===== src/rtl/ppfs_pkg.sv =====
// Package of codes and field values for the port pin function select block
package ppfs_pkg;
  // =======================================
  // Serial mode field codes
  localparam logic [2:0] SMD_SYNC = 3'h1;
  localparam logic [2:0] SMD_I2C = 3'h2;
  localparam logic [2:0] SMD_UART7 = 3'h4;
  localparam logic [2:0] SMD_UART8 = 3'h5;
  localparam logic [2:0] SMD_UART9 = 3'h6;
  // =======================================
  // Timer C channel pin routes
  localparam logic [2:0] TC_C_P1_3 = 3'h1;
  localparam logic [2:0] TC_C_P2_1 = 3'h4;
  localparam logic [2:0] TC_C_P3_4 = 3'h2;
  localparam logic [2:0] TC_D_P2_2 = 3'h4;
  localparam logic [2:0] TC_D_P3_5 = 3'h2;
  // =======================================
  // Timer A pin routes and pulse mode
  localparam logic [1:0] TA_P1_5 = 2'h2;
  localparam logic [1:0] TA_P1_7 = 2'h1;
  localparam logic [2:0] TA_MODE_PULSE = 3'h1;
  // =======================================
  // Timer B output modes that produce a waveform
  localparam logic [1:0] TB_MODE_WAVE = 2'h1;
  localparam logic [1:0] TB_MODE_ONE = 2'h2;
  localparam logic [1:0] TB_MODE_WAIT = 2'h3;
  // =======================================
  // Interrupt 1 pin routes
  localparam logic [2:0] IRQ1_P1_7 = 3'h0;
  localparam logic [2:0] IRQ1_P1_5 = 3'h1;
  localparam logic [2:0] IRQ1_P2_0 = 3'h2;
  // =======================================
  // Serial unit 2 receive / transmit pin routes
  localparam logic [1:0] S2_RX_P3_4 = 2'h1;
  localparam logic [1:0] S2_RX_P3_7 = 2'h2;
  localparam logic [1:0] S2_TX_P3_4 = 2'h2;
  localparam logic [1:0] S2_TX_P3_7 = 2'h1;
  // =======================================
  // Pull-up group bit positions
  localparam int PU_P1_LO = 2;
  localparam int PU_P1_HI = 3;
  localparam int PU_P2 = 4;
  localparam int PU_P3_LO = 6;
  localparam int PU_P3_HI = 7;
  // =======================================
  // Reset values
  localparam logic [7:0] RST_OUT = 8'h00;
  localparam logic [7:0] RST_OE_N = 8'hFF;
endpackage


===== src/rtl/ppfs_pin_mux.sv =====
// Pin function multiplexer for port 1, port 2 and port 3 pins
// What this block does
// RULE_01: Unclaimed pin is GPIO input when direction 0, output when direction 1.
// RULE_02: Peripheral output owning a pin drives it regardless of direction bit.
// RULE_03: Group pull-up enabled only when group bit set and pin is input.
// RULE_04: Output pin gets high drive when its drive-strength bit is 1.
// RULE_05: Serial 0 transmit on P1_4 when routed and transmitting; optional open drain.
// RULE_06: Serial 2 transmit, data and I2C clock open drain when its bit set.
// RULE_07: Serial 2 clock on P3_5 when routed; output in sync mode with direction 0, input when direction 1.
// RULE_08: Timer B output on P1_3 or P3_1 by route bit, only in wave modes.
// RULE_09: Timer C channel C to P1_3, P2_1 or P3_4 by select field.
// RULE_10: Timer C channel D to P2_2 or P3_5 by select field.
// RULE_11: Timer A pin on P1_5 or P1_7; pulse output with polarity 0, mode 001.
// RULE_12: Interrupt 1 from selected pin; comparator select moves P1_7 to comparator B1.
// RULE_13: Comparator B1 reference from P1_6 when unrouted, input and select set.
// RULE_14: Serial 0 clock on P1_6: input when direction 1, output in sync mode.
// RULE_15: P3_3 is comparator B3 input or interrupt 3 input by select bit.
// RULE_16: Comparator B3 reference from P3_4 when selected and pin otherwise unused.
// RULE_17: Serial 2 receive pin becomes I2C clock in I2C mode on P3_4 or P3_7.
`timescale 1ns/100ps
module ppfs_pin_mux (
  input wire logic clk,
  input wire logic sys_rst,
  // Port registers
  input wire logic [7:0] port1_data,
  input wire logic [7:0] port1_direction,
  input wire logic [2:0] port2_data,
  input wire logic [2:0] port2_direction,
  input wire logic [7:0] port3_data,
  input wire logic [7:0] port3_direction,
  input wire logic [7:0] pullup_group_ctl,
  input wire logic [7:0] port1_drive_strength,
  input wire logic [2:0] port2_drive_strength,
  input wire logic [7:0] port3_drive_strength,
  input wire logic [3:0] key_input_enable,
  // Serial unit 0
  input wire logic serial0_tx,
  input wire logic serial0_clk_out,
  input wire logic serial0_tx_route,
  input wire logic serial0_clock_route,
  input wire logic serial0_clock_direction,
  input wire logic [2:0] serial0_mode_field,
  input wire logic serial0_open_drain_enable,
  // Serial unit 2
  input wire logic serial2_tx,
  input wire logic serial2_scl_out,
  input wire logic serial2_clk_out,
  input wire logic [1:0] serial2_rx_route,
  input wire logic [1:0] serial2_tx_route,
  input wire logic serial2_clock_route,
  input wire logic serial2_clock_direction,
  input wire logic [2:0] serial2_mode_field,
  input wire logic i2c_mode_bit,
  input wire logic serial2_open_drain_enable,
  input wire logic clock_open_drain,
  // Timers
  input wire logic timer_b_wave_out,
  input wire logic timer_b_out_route,
  input wire logic [1:0] timer_b_op_mode,
  input wire logic timer_c_chan_c_out,
  input wire logic timer_c_chan_c_out_en,
  input wire logic [2:0] timer_c_chan_c_route,
  input wire logic timer_c_chan_d_out,
  input wire logic timer_c_chan_d_out_en,
  input wire logic [2:0] timer_c_chan_d_route,
  input wire logic timer_a_out,
  input wire logic [1:0] timer_a_io_route,
  input wire logic timer_a_polarity_ctl,
  input wire logic [2:0] timer_a_op_mode,
  // Interrupts and comparators
  input wire logic [2:0] irq1_pin_route,
  input wire logic irq1_input_enable,
  input wire logic irq1_comparator_sel,
  input wire logic irq3_input_enable,
  input wire logic irq3_comparator_sel,
  // Pins
  input wire logic [7:0] port1_pin_in,
  input wire logic [2:0] port2_pin_in,
  input wire logic [7:0] port3_pin_in,
  output logic [7:0] port1_pin_out,
  output logic [7:0] port1_pin_oe_n,
  output logic [7:0] port1_pullup,
  output logic [7:0] port1_high_drive,
  output logic [2:0] port2_pin_out,
  output logic [2:0] port2_pin_oe_n,
  output logic [2:0] port2_pullup,
  output logic [2:0] port2_high_drive,
  output logic [7:0] port3_pin_out,
  output logic [7:0] port3_pin_oe_n,
  output logic [7:0] port3_pullup,
  output logic [7:0] port3_high_drive,
  // Towards peripherals
  output logic [3:0] key_in,
  output logic serial0_clk_in,
  output logic serial2_rx_in,
  output logic serial2_scl_in,
  output logic serial2_sda_in,
  output logic serial2_clk_in,
  output logic timer_a_in,
  output logic timer_c_chan_c_in,
  output logic timer_c_chan_d_in,
  output logic irq1_in,
  output logic irq3_in,
  output logic comparator_b1_input,
  output logic comparator_b1_reference,
  output logic comparator_b3_input,
  output logic comparator_b3_reference
);

  // =======================================
  // Mode decode
  function automatic logic is_tx_mode(input logic [2:0] m);
    is_tx_mode = (m == ppfs_pkg::SMD_SYNC) || (m == ppfs_pkg::SMD_UART7) ||
                 (m == ppfs_pkg::SMD_UART8) || (m == ppfs_pkg::SMD_UART9);
  endfunction

  logic s0_tx_on, s0_clk_out_on, s0_clk_in_on, s2_i2c, s2_tx34, s2_tx37;
  logic s2_scl34, s2_scl37, s2_clk_out_on, tb_active, ta_pulse;
  logic tc_c13, tc_c21, tc_c34, tc_d22, tc_d35;

  always_comb begin
    // RULE_05 Serial 0 transmit enable
    s0_tx_on = serial0_tx_route && is_tx_mode(serial0_mode_field);
    // RULE_14 Serial 0 clock direction
    s0_clk_out_on = serial0_clock_route && !serial0_clock_direction &&
                    (serial0_mode_field == ppfs_pkg::SMD_SYNC);
    s0_clk_in_on = serial0_clock_route && serial0_clock_direction;
    s2_i2c = (serial2_mode_field == ppfs_pkg::SMD_I2C) && i2c_mode_bit;
    s2_tx34 = (serial2_tx_route == ppfs_pkg::S2_TX_P3_4) &&
              (is_tx_mode(serial2_mode_field) || s2_i2c);
    s2_tx37 = (serial2_tx_route == ppfs_pkg::S2_TX_P3_7) &&
              (is_tx_mode(serial2_mode_field) || s2_i2c);
    // RULE_17 I2C clock on the receive pin
    s2_scl34 = s2_i2c && (serial2_rx_route == ppfs_pkg::S2_RX_P3_4);
    s2_scl37 = s2_i2c && (serial2_rx_route == ppfs_pkg::S2_RX_P3_7);
    // RULE_07 Serial 2 clock output
    s2_clk_out_on = serial2_clock_route && !serial2_clock_direction &&
                    (serial2_mode_field == ppfs_pkg::SMD_SYNC);
    // RULE_08 Timer B drives only in waveform modes
    tb_active = (timer_b_op_mode == ppfs_pkg::TB_MODE_WAVE) ||
                (timer_b_op_mode == ppfs_pkg::TB_MODE_ONE) ||
                (timer_b_op_mode == ppfs_pkg::TB_MODE_WAIT);
    // RULE_11 Timer A pulse output
    ta_pulse = !timer_a_polarity_ctl && (timer_a_op_mode == ppfs_pkg::TA_MODE_PULSE);
    // RULE_09 Timer C channel C routes
    tc_c13 = timer_c_chan_c_route == ppfs_pkg::TC_C_P1_3;
    tc_c21 = timer_c_chan_c_route == ppfs_pkg::TC_C_P2_1;
    tc_c34 = timer_c_chan_c_route == ppfs_pkg::TC_C_P3_4;
    // RULE_10 Timer C channel D routes
    tc_d22 = timer_c_chan_d_route == ppfs_pkg::TC_D_P2_2;
    tc_d35 = timer_c_chan_d_route == ppfs_pkg::TC_D_P3_5;
  end

  // =======================================
  // Per-pin ownership: own = peripheral drives, val = level, od = open drain
  logic [7:0] own1, val1, od1, own3, val3, od3;
  logic [2:0] own2, val2;

  always_comb begin
    own1 = 8'h00;
    val1 = 8'h00;
    od1 = 8'h00;
    own2 = 3'h0;
    val2 = 3'h0;
    own3 = 8'h00;
    val3 = 8'h00;
    od3 = 8'h00;
    // RULE_08 Timer B takes P1_3 ahead of timer C
    if (!timer_b_out_route && tb_active) begin
      own1[3] = 1'b1;
      val1[3] = timer_b_wave_out;
    end else if (tc_c13 && timer_c_chan_c_out_en) begin
      own1[3] = 1'b1;
      val1[3] = timer_c_chan_c_out;
    end
    // RULE_05 Transmit on P1_4
    own1[4] = s0_tx_on;
    val1[4] = serial0_tx;
    od1[4] = serial0_open_drain_enable;
    // RULE_11 Timer A pulse on P1_5 or P1_7
    own1[5] = (timer_a_io_route == ppfs_pkg::TA_P1_5) && ta_pulse;
    val1[5] = timer_a_out;
    own1[7] = (timer_a_io_route == ppfs_pkg::TA_P1_7) && ta_pulse;
    val1[7] = timer_a_out;
    // RULE_14 Internal serial clock out on P1_6
    own1[6] = s0_clk_out_on;
    val1[6] = serial0_clk_out;
    // RULE_09 Channel C on P2_1
    own2[1] = tc_c21 && timer_c_chan_c_out_en;
    val2[1] = timer_c_chan_c_out;
    // RULE_10 Channel D on P2_2
    own2[2] = tc_d22 && timer_c_chan_d_out_en;
    val2[2] = timer_c_chan_d_out;
    // RULE_08 Timer B on P3_1
    own3[1] = timer_b_out_route && tb_active;
    val3[1] = timer_b_wave_out;
    // RULE_06 Serial 2 pins share the unit-2 open-drain bit
    if (s2_scl34) begin
      own3[4] = 1'b1;
      val3[4] = serial2_scl_out;
      od3[4] = serial2_open_drain_enable;
    end else if (s2_tx34) begin
      own3[4] = 1'b1;
      val3[4] = serial2_tx;
      od3[4] = serial2_open_drain_enable;
    end else if (tc_c34 && timer_c_chan_c_out_en) begin
      own3[4] = 1'b1;
      val3[4] = timer_c_chan_c_out;
    end
    // RULE_07 Serial 2 clock with its own open-drain bit
    if (s2_clk_out_on) begin
      own3[5] = 1'b1;
      val3[5] = serial2_clk_out;
      od3[5] = clock_open_drain;
    end else if (tc_d35 && timer_c_chan_d_out_en) begin
      own3[5] = 1'b1;
      val3[5] = timer_c_chan_d_out;
    end
    if (s2_scl37) begin
      own3[7] = 1'b1;
      val3[7] = serial2_scl_out;
      od3[7] = serial2_open_drain_enable;
    end else if (s2_tx37) begin
      own3[7] = 1'b1;
      val3[7] = serial2_tx;
      od3[7] = serial2_open_drain_enable;
    end
  end

  // =======================================
  // Pin drivers; open drain releases the pin for a high level
  logic [7:0] next_out1, next_oe1, next_out3, next_oe3;
  logic [2:0] next_out2, next_oe2;

  always_comb begin
    for (int i = 0; i < 8; i++) begin
      // RULE_02 Peripheral wins over the direction bit
      if (own1[i]) begin
        next_out1[i] = od1[i] ? 1'b0 : val1[i];
        next_oe1[i] = od1[i] ? val1[i] : 1'b0;
      end else begin
        // RULE_01 Plain port behaviour
        next_out1[i] = port1_data[i];
        next_oe1[i] = !port1_direction[i];
      end
      if (own3[i]) begin
        next_out3[i] = od3[i] ? 1'b0 : val3[i];
        next_oe3[i] = od3[i] ? val3[i] : 1'b0;
      end else begin
        next_out3[i] = port3_data[i];
        next_oe3[i] = !port3_direction[i];
      end
    end
    for (int i = 0; i < 3; i++) begin
      next_out2[i] = own2[i] ? val2[i] : port2_data[i];
      next_oe2[i] = own2[i] ? 1'b0 : !port2_direction[i];
    end
  end

  always_ff @(posedge clk) begin
    if (sys_rst) begin
      port1_pin_out <= ppfs_pkg::RST_OUT;
      port1_pin_oe_n <= ppfs_pkg::RST_OE_N;
      port2_pin_out <= ppfs_pkg::RST_OUT[2:0];
      port2_pin_oe_n <= ppfs_pkg::RST_OE_N[2:0];
      port3_pin_out <= ppfs_pkg::RST_OUT;
      port3_pin_oe_n <= ppfs_pkg::RST_OE_N;
    end else begin
      port1_pin_out <= next_out1;
      port1_pin_oe_n <= next_oe1;
      port2_pin_out <= next_out2;
      port2_pin_oe_n <= next_oe2;
      port3_pin_out <= next_out3;
      port3_pin_oe_n <= next_oe3;
    end
  end

  // =======================================
  // Pull-ups and drive strength
  logic [7:0] pu1, pu3;

  always_comb begin
    pu1 = {{4{pullup_group_ctl[ppfs_pkg::PU_P1_HI]}}, {4{pullup_group_ctl[ppfs_pkg::PU_P1_LO]}}};
    pu3 = {{4{pullup_group_ctl[ppfs_pkg::PU_P3_HI]}}, {4{pullup_group_ctl[ppfs_pkg::PU_P3_LO]}}};
  end

  always_ff @(posedge clk) begin
    if (sys_rst) begin
      port1_pullup <= ppfs_pkg::RST_OUT;
      port2_pullup <= ppfs_pkg::RST_OUT[2:0];
      port3_pullup <= ppfs_pkg::RST_OUT;
      port1_high_drive <= ppfs_pkg::RST_OUT;
      port2_high_drive <= ppfs_pkg::RST_OUT[2:0];
      port3_high_drive <= ppfs_pkg::RST_OUT;
    end else begin
      // RULE_03 Pull-up only while not driven
      port1_pullup <= pu1 & next_oe1;
      port2_pullup <= {3{pullup_group_ctl[ppfs_pkg::PU_P2]}} & next_oe2;
      port3_pullup <= pu3 & next_oe3;
      // RULE_04 High drive only on driven pins
      port1_high_drive <= port1_drive_strength & ~next_oe1;
      port2_high_drive <= port2_drive_strength & ~next_oe2;
      port3_high_drive <= port3_drive_strength & ~next_oe3;
    end
  end

  // =======================================
  // Inputs towards peripherals
  logic irq1_pin;

  always_comb begin
    case (irq1_pin_route)
      ppfs_pkg::IRQ1_P1_7: irq1_pin = port1_pin_in[7];
      ppfs_pkg::IRQ1_P1_5: irq1_pin = port1_pin_in[5];
      ppfs_pkg::IRQ1_P2_0: irq1_pin = port2_pin_in[0];
      default: irq1_pin = 1'b0;
    endcase
  end

  always_ff @(posedge clk) begin
    if (sys_rst) begin
      key_in <= 4'h0;
      serial0_clk_in <= 1'b0;
      serial2_rx_in <= 1'b1;
      serial2_scl_in <= 1'b1;
      serial2_sda_in <= 1'b1;
      serial2_clk_in <= 1'b0;
      timer_a_in <= 1'b0;
      timer_c_chan_c_in <= 1'b0;
      timer_c_chan_d_in <= 1'b0;
      irq1_in <= 1'b0;
      irq3_in <= 1'b0;
    end else begin
      // Keys are read only while the pin is an input
      key_in <= port1_pin_in[3:0] & key_input_enable & ~port1_direction[3:0];
      // RULE_14 External clock taken from P1_6
      serial0_clk_in <= s0_clk_in_on ? port1_pin_in[6] : 1'b0;
      serial2_rx_in <= (serial2_rx_route == ppfs_pkg::S2_RX_P3_4) ? port3_pin_in[4] :
                       (serial2_rx_route == ppfs_pkg::S2_RX_P3_7) ? port3_pin_in[7] : 1'b1;
      // RULE_17 Clock sensed back from the receive pin
      serial2_scl_in <= s2_scl34 ? port3_pin_in[4] : s2_scl37 ? port3_pin_in[7] : 1'b1;
      serial2_sda_in <= s2_tx34 ? port3_pin_in[4] : s2_tx37 ? port3_pin_in[7] : 1'b1;
      // RULE_07 Serial 2 clock input
      serial2_clk_in <= (serial2_clock_route && serial2_clock_direction) ? port3_pin_in[5] : 1'b0;
      timer_a_in <= (timer_a_io_route == ppfs_pkg::TA_P1_5) ? port1_pin_in[5] :
                    (timer_a_io_route == ppfs_pkg::TA_P1_7) ? port1_pin_in[7] : 1'b0;
      timer_c_chan_c_in <= tc_c13 ? port1_pin_in[3] : tc_c21 ? port2_pin_in[1] :
                           tc_c34 ? port3_pin_in[4] : 1'b0;
      timer_c_chan_d_in <= tc_d22 ? port2_pin_in[2] : tc_d35 ? port3_pin_in[5] : 1'b0;
      // RULE_12 Interrupt 1 when not claimed by the comparator
      irq1_in <= irq1_input_enable && !irq1_comparator_sel && irq1_pin;
      // RULE_15 Interrupt 3 on P3_3
      irq3_in <= irq3_input_enable && !irq3_comparator_sel && port3_pin_in[3];
    end
  end

  // Analog switch enables for the comparator inputs
  always_ff @(posedge clk) begin
    if (sys_rst) begin
      comparator_b1_input <= 1'b0;
      comparator_b1_reference <= 1'b0;
      comparator_b3_input <= 1'b0;
      comparator_b3_reference <= 1'b0;
    end else begin
      // RULE_12 P1_7 as comparator B1 input
      comparator_b1_input <= irq1_input_enable && irq1_comparator_sel;
      // RULE_13 P1_6 as comparator B1 reference
      comparator_b1_reference <= !serial0_clock_route && !port1_direction[6] &&
                                 irq1_comparator_sel;
      // RULE_15 P3_3 as comparator B3 input
      comparator_b3_input <= irq3_input_enable && irq3_comparator_sel;
      // RULE_16 Reference only when P3_4 is otherwise free
      comparator_b3_reference <= irq3_comparator_sel && !tc_c34 && !port3_direction[4] &&
                                 (serial2_rx_route != ppfs_pkg::S2_RX_P3_4) &&
                                 (serial2_tx_route != ppfs_pkg::S2_TX_P3_4);
    end
  end
endmodule


===== config.mk =====
export PLATFORM = sky130hd
export DESIGN_NAME = ppfs_pin_mux
export DESIGN_NICKNAME = d
export VERILOG_FILES = /design/src/rtl/ppfs_pkg.sv /design/src/rtl/ppfs_pin_mux.sv
export SDC_FILE = /design/constraint.sdc
export NUM_CORES = 1
export LEC_CHECK = 0
export ABC_AREA = 1
export BUFFER_PORTS_ARGS = -buffer_cell sky130_fd_sc_hd__buf_2
export CORE_MARGIN = 2
export CORE_UTILIZATION = 25
export CTS_CLUSTER_DIAMETER = 150
export CTS_CLUSTER_SIZE = 14
export DETAILED_ROUTE_END_ITERATION = 7
export GPL_ROUTABILITY_DRIVEN = 0
export SYNTH_ARGS = -nofsm -noshare
export SYNTH_HDL_FRONTEND = slang
export SYNTH_SLANG_ARGS = --single-unit

===== constraint.sdc =====
create_clock -name clk -period 0.85 [get_ports clk]
set_input_delay 0.0425 -clock clk [delete_from_list [all_inputs] [get_ports clk]]
set_output_delay 0.0425 -clock clk [all_outputs]
set_load 0.005 [all_outputs]

## Word level (Yosys, flattened, before mapping)

Cells that the tools add are included.

| word-level totals | value |
|---|---|
| register bits | 94 |
| input port bits | 142 |
| output and inout bits | 94 |
| logic and storage cells | 209 |

| cells by class | value |
|---|---|
| eq/ne operators | 28 |
| multiplexer cells | 67 |
| bitwise gates (word level) | 14 |
| reductions and logical operators | 73 |

Operators by type and width:

| cell | count |
|---|---|
| 1-bit two-way mux | 66 |
| 1-bit logical AND | 34 |
| 8-bit AND | 4 |
| 1-bit zero test | 27 |
| 3-bit == test, second input constant | 8 |
| 8-bit NOT | 2 |
| 3-bit by 1-bit == test with 1-bit output, second input constant | 5 |
| 3-bit by 2-bit == test with 1-bit output, second input constant | 4 |
| 2-bit == test, second input constant | 5 |
| 1-bit logical OR | 9 |
| 4-bit AND | 2 |
| 2-bit by 1-bit == test with 1-bit output, second input constant | 4 |
| 3-bit AND | 2 |
| 4-bit NOT | 1 |
| 2-bit OR reduction | 2 |
| 3-bit zero test | 1 |
| 3-bit NOT | 1 |
| 1-bit one-hot mux with 3 select lines | 1 |
| 2-bit by 1-bit != test with 1-bit output, second input constant | 1 |
| 2-bit != test, second input constant | 1 |
| 1-bit NOT | 2 |

## Longest topological paths before layout

| logic depth | value |
|---|---|
| depth after elaboration | 12 |
| gate-level depth with buffers | 11 |
| depth with buffers taken out | 11 |

## Worst setup path after synthesis

No wires, ideal clock.

| path | value |
|---|---|
| kind | input to register |
| from | input serial2_mode_field[2] |
| to | register port3_high_drive[4] |
| setup time | 110 ps |
| data arrival time | 817 ps |
| data required time | 740 ps |
| path slack | -77 ps |
| stages on the path | 8 |
| path buffers | 0 |
| path through | nor2_2 -> nand2_1 -> nand2_2 -> nand2_4 -> a21oi_2 -> nand3_2 -> nand3_2 -> nor2_2 |

| between the ends | value |
|---|---|
| cells in the longest elaborated chain, start to end | 12 |
| elaborated cells between the ends (all ways) | 22 |
| classes of those cells | 5 x eq/ne; 8 x mux; 2 x bitwise; 7 x reduce/logical |

Ends and longest elaborated chain:

| item | RTL line | text |
|---|---|---|
| from (decl) | ppfs_pin_mux.sv:52 | `input wire logic [2:0] serial2_mode_field,` |
| 3-bit by 1-bit == test with 1-bit output or 3-bit == test (tied branches) | ppfs_pin_mux.sv:113 | `is_tx_mode = (m == ppfs_pkg::SMD_SYNC) \|\| (m == ppfs_pkg::SMD_UART7) \|\|` |
| 1-bit logical OR (2 in a row) | ppfs_pin_mux.sv:113 |  |
| 1-bit logical OR | ppfs_pin_mux.sv:114 | `(m == ppfs_pkg::SMD_UART8) \|\| (m == ppfs_pkg::SMD_UART9);` |
| 1-bit logical OR | ppfs_pin_mux.sv:130 | `(is_tx_mode(serial2_mode_field) \|\| s2_i2c);` |
| 1-bit logical AND | ppfs_pin_mux.sv:129 | `s2_tx34 = (serial2_tx_route == ppfs_pkg::S2_TX_P3_4) &&` |
| 1-bit two-way mux | ppfs_pin_mux.sv:202 | `end else if (s2_tx34) begin` |
| 1-bit two-way mux | ppfs_pin_mux.sv:198 | `if (s2_scl34) begin` |
| 1-bit two-way mux | ppfs_pin_mux.sv:248 | `next_oe3[i] = od3[i] ? val3[i] : 1'b0;` |
| 1-bit two-way mux (*) | ppfs_pin_mux.sv:246 | `if (own3[i]) begin` |
| 8-bit NOT (*) | ppfs_pin_mux.sv:303 | `port3_high_drive <= port3_drive_strength & ~next_oe3;` |
| 8-bit AND (*) | ppfs_pin_mux.sv:303 |  |
| to (signal assigned) | ppfs_pin_mux.sv:294 | `port3_high_drive <= ppfs_pkg::RST_OUT;` |
| to (signal assigned) | ppfs_pin_mux.sv:303 |  |
| to (decl) | ppfs_pin_mux.sv:91 | `output logic [7:0] port3_high_drive,` |

Every way passes the cells marked *; elsewhere a longest branch is shown, timed or not.
A chain may end at the register's enable or synchronous reset.

## Worst setup path after layout

| path | value |
|---|---|
| from | register port3_pin_out[0] |
| to | output port3_pin_out[0] |

RTL lines:

| item | RTL line | text |
|---|---|---|
| from (decl) | ppfs_pin_mux.sv:88 | `output logic [7:0] port3_pin_out,` |
| from (signal assigned) | ppfs_pin_mux.sv:266 | `port3_pin_out <= ppfs_pkg::RST_OUT;` |
| from (signal assigned) | ppfs_pin_mux.sv:273 | `port3_pin_out <= next_out3;` |

No word-level cell between the ends.

==> results by group <==
Routing
  • Detailed Route WL: between 10000 and 15000 um
  • Average detailed-routed wire length per instance: 13.16 um
  • Via-to-Cell Ratio: between 4 and 5
  • DR DRC count: 0
  • Detailed router's first-iteration violation count: around 170
  • Length of the first detailed-routing pass in iterations: 4
  • Vias: around 3800
  • Remaining antenna violation count after routing: 0

Critical path
  • Crit Path Class: register to output port
  • Critical path launch point type: register
  • Slowest library cell on the worst path: dfxtp_2
  • Arrival @ worst endpoint: slightly below 0.8 ns
  • Ordered cell list for the critical path: buf_2
  • Buffers & Inverters on Critical Path: 1
  • Start point of the critical path: port3_pin_out[0]
  • CP max stage delay: between 0.3 and 0.4 ns
  • Kind of capture point of the worst setup path: output port
  • Endpoint of the worst setup timing path: port3_pin_out[0]
  • Maximum fanout along the worst path: 1
  • Family with the most delay on the worst path: flip-flops
  • Cell depth of the worst setup path: 1
  • Worst Path Required: approximately 0.8 ns

Clocking
  • Clock sink count: 94
  • Cell at the root of the clock tree: clkbuf_16
  • Htree depth: 3
  • Number of clock buffers inserted by TritonCTS: 9
  • CTS clk-pin slew, worst paths: roughly 0.060 ns
  • Clock tree from TritonCTS: yes
  • Maximum clock path buffer count: 2

Global route
  • GRT Residual Overflow: 0
  • Vias in the first global route: slightly below 4000
  • First-pass GRT wire length: 18660 um
  • Overall fraction of global-route tracks in use: approximately 17%
  • Number of antenna violations at the first check in global routing: 1
  • Largest net degree at the start of global routing: 28

Layout
  • Area occupied by multi-input gates: 1089 sq um
  • Relative area change from synthesis to final layout: 88.90%
  • Post-route cell area: just over 6000 sq um
  • Fill cell total of the finished layout: between 1000 and 1500
  • Post-layout nets: 873
  • Final Non-Filler Cells: 909
  • Register area: about 1900 sq um
  • Fraction of layout cells with a size suffix above 1: roughly 43%

Die
  • Die Width: about 120 um
  • I/O pin count: about 240
  • Number of placement rows: between 40 and 50
  • Core area: about 13000 sq um
  • Floorplan die height: ~120 um
  • Area of the die: between 10000 and 15000 sq um
  • Initial core utilization: about 26%

Outcome
  • Violations in the final reports: hold timing
  • Outcome: finished, violations left

Timing
  • Portion of the clock cycle consumed by the worst path in the final layout: between 90% and 100%
  • Count of endpoints failing setup in the final report: 0
  • Relative slew margins: ~77%
  • Transition at the pin with the smallest max-transition slack: about 0.34 ns
  • Setup repair after global routing missed its margin: yes
  • Fin worst setup slack: 0.02422 ns
  • Final number of hold-violating endpoints: 2
  • Achievable clock frequency: approximately 1200 MHz
  • Smallest hold slack: -0.02729 ns
  • Final count of pins violating max slew: 0
  • Minimum clock period: a little over 0.8 ns

Placement
  • Number of port buffers: 227
  • Total half-perimeter wirelength after legalization and detailed placement: a little over 8000 um
  • Worst setup slack before clock tree synthesis: -0.2848 ns
  • Placement-stage cell area: just under 5000 sq um
  • Cell count after placement: between 800 and 900

Job
  • Max-cap check violation count: 0

Worst hold path
  • Min-delay worst type: input pin to register

Logic synthesis
  • Post-synthesis cell area: between 3000 and 4000 sq um
  • Netlist cell types: 31
  • Number of warnings issued by yosys: 0
  • Ys async rst share: 0%
  • Top FF cell, synth: dfxtp_1
  • Post-synthesis cell count: 383
  • Post-synth EDFFs: 0
  • Synthesis-stage register bit count: 94
  • Mapped Nets: about 530
  • Part of the Yosys area used for sequential elements: 58.59%
  • Synthesized area per cell: approximately 8.4 sq um

Power and ir drop
  • Overall power consumption: 10.14 mW
  • Static Leak: roughly 3.2 nW
  • Cell area power density: 1672 nW/um^2
  • VDD IR-drop max: ~0.8 mV
## how the worst min path moves through the flow
stage	start	end	slack [ns]	cells after the start
global route	port3_direction[5]	port3_pin_oe_n[5]	0.002	3
CTS	irq1_pin_route[2]	irq1_in	-0.04	4
global placement	port1_direction[6]	comparator_b1_reference	0.23	2
finish	irq1_pin_route[2]	irq1_in	-0.03	4
floorplan	port1_direction[0]	port1_pin_oe_n[0]	0.11	1
detailed placement	port1_direction[2]	port1_pin_oe_n[2]	0.24	2
## flip-flops by register name, summed over array words and instances, names as in the netlist, 4 cells and up
| name | flops |
|---|---|
| key_in | 4 |
| port1_high_drive | 8 |
| port1_pin_oe_n | 8 |
| port1_pin_out | 8 |
| port1_pullup | 8 |
| port3_high_drive | 8 |
| port3_pin_oe_n | 8 |
| port3_pin_out | 8 |
| port3_pullup | 8 |
## per-stage QoR
step / setup TNS, ns / util (%)
finish: 0 / 48.27
global route: -0.0005812 / 48.27
CTS: 0 / 47.87
detailed placement: -5.341 / 38.20
global placement: -4.460 / 38.20
floorplan: -0.06011 / -
## kinds of logic (layout without fill, tap and decap cells)
group / Yosys count / after routing / share of synthesized area (%)
AOI/OAI and AO/OA: 37 / 37 / 6.506
buffers and inverters: 74 / 427 / 8.726
DFF: 94 / 94 / 58.59
other: 0 / 1 / 0
and+or+nand+nor: 178 / 178 / 26.18
## cell usage after synthesis (all sizes together) (2+ instances only)
cell    number  area share [%]
nor4         4            0.78
nand3       22             4.7
a211oi       2            0.47
nor3         8             1.4
dfxtp       94              59
nand4        9             1.9
o211ai       2            0.47
or2          6             1.3
inv         67             7.8
nor2        64             7.8
a21oi       13             2.3
o21ai       17             2.6
nand2       63             7.8
clkbuf       4            0.47
buf          3            0.43
## metal layers
layer  part of all wire [%]  vias up  track usage, %
met3                    5.7       29           3.891
met5                      0        -               0
met1                     37     1733           17.28
met4                    3.0        0           8.660
met2                     54      162           32.60
li1                       -     1893               -
## cell usage in the layout, fill, tap and decap left out, types with 2 or more instances in the layout
cell type,Yosys,final
buf_4,0,24
nor3_1,7,7
nand4_1,8,8
nand2_2,3,4
o21ai_0,10,9
nand2_4,1,2
or2_2,4,3
a21oi_1,11,11
nor2_2,4,2
buf_12,0,3
inv_1,64,63
dfxtp_2,0,10
buf_2,2,220
nor2_1,60,60
nand2_1,59,57
clkbuf_8,0,2
nand3_1,14,14
clkinvlp_4,0,2
a21oi_2,2,2
buf_6,0,5
clkinv_4,0,2
or2_4,2,3
o21ai_1,7,7
nor2_4,0,2
nand3_2,8,8
a211oi_1,2,2
dlygate4sd3_1,0,92
o211ai_1,2,2
dfxtp_1,94,84
inv_2,3,3
clkbuf_16,0,9
nor4_1,4,3
## timing repair
action / in CTS / in global routing
setup endpoints to repair: 1 / 21
gates resized for setup: 1 / 18
hold buffers: 92 / 0
endpoints found under the hold margin: 86 / 0
cloned: 0 / 0
buffers inserted: 0 / 0
pin swaps: 0 / 3
## area by class of cell
cell class	instances	area share (%)
timing repair buffer	344	38.21
inverter	67	4.186
antenna	1	0.04125
clock inverter	5	0.6806
sequential	94	31.22
clock buffer	11	4.166
tap	172	3.547
multi-input combinational	215	17.94
## report_power, final
part	internal [mW]	switching (mW)
Sequential	4.62	0.0555
Combinational	0.899	0.688
Clock	2.16	1.72
Total	7.68	2.46
Note: power is estimated with default switching activity, not from simulation.
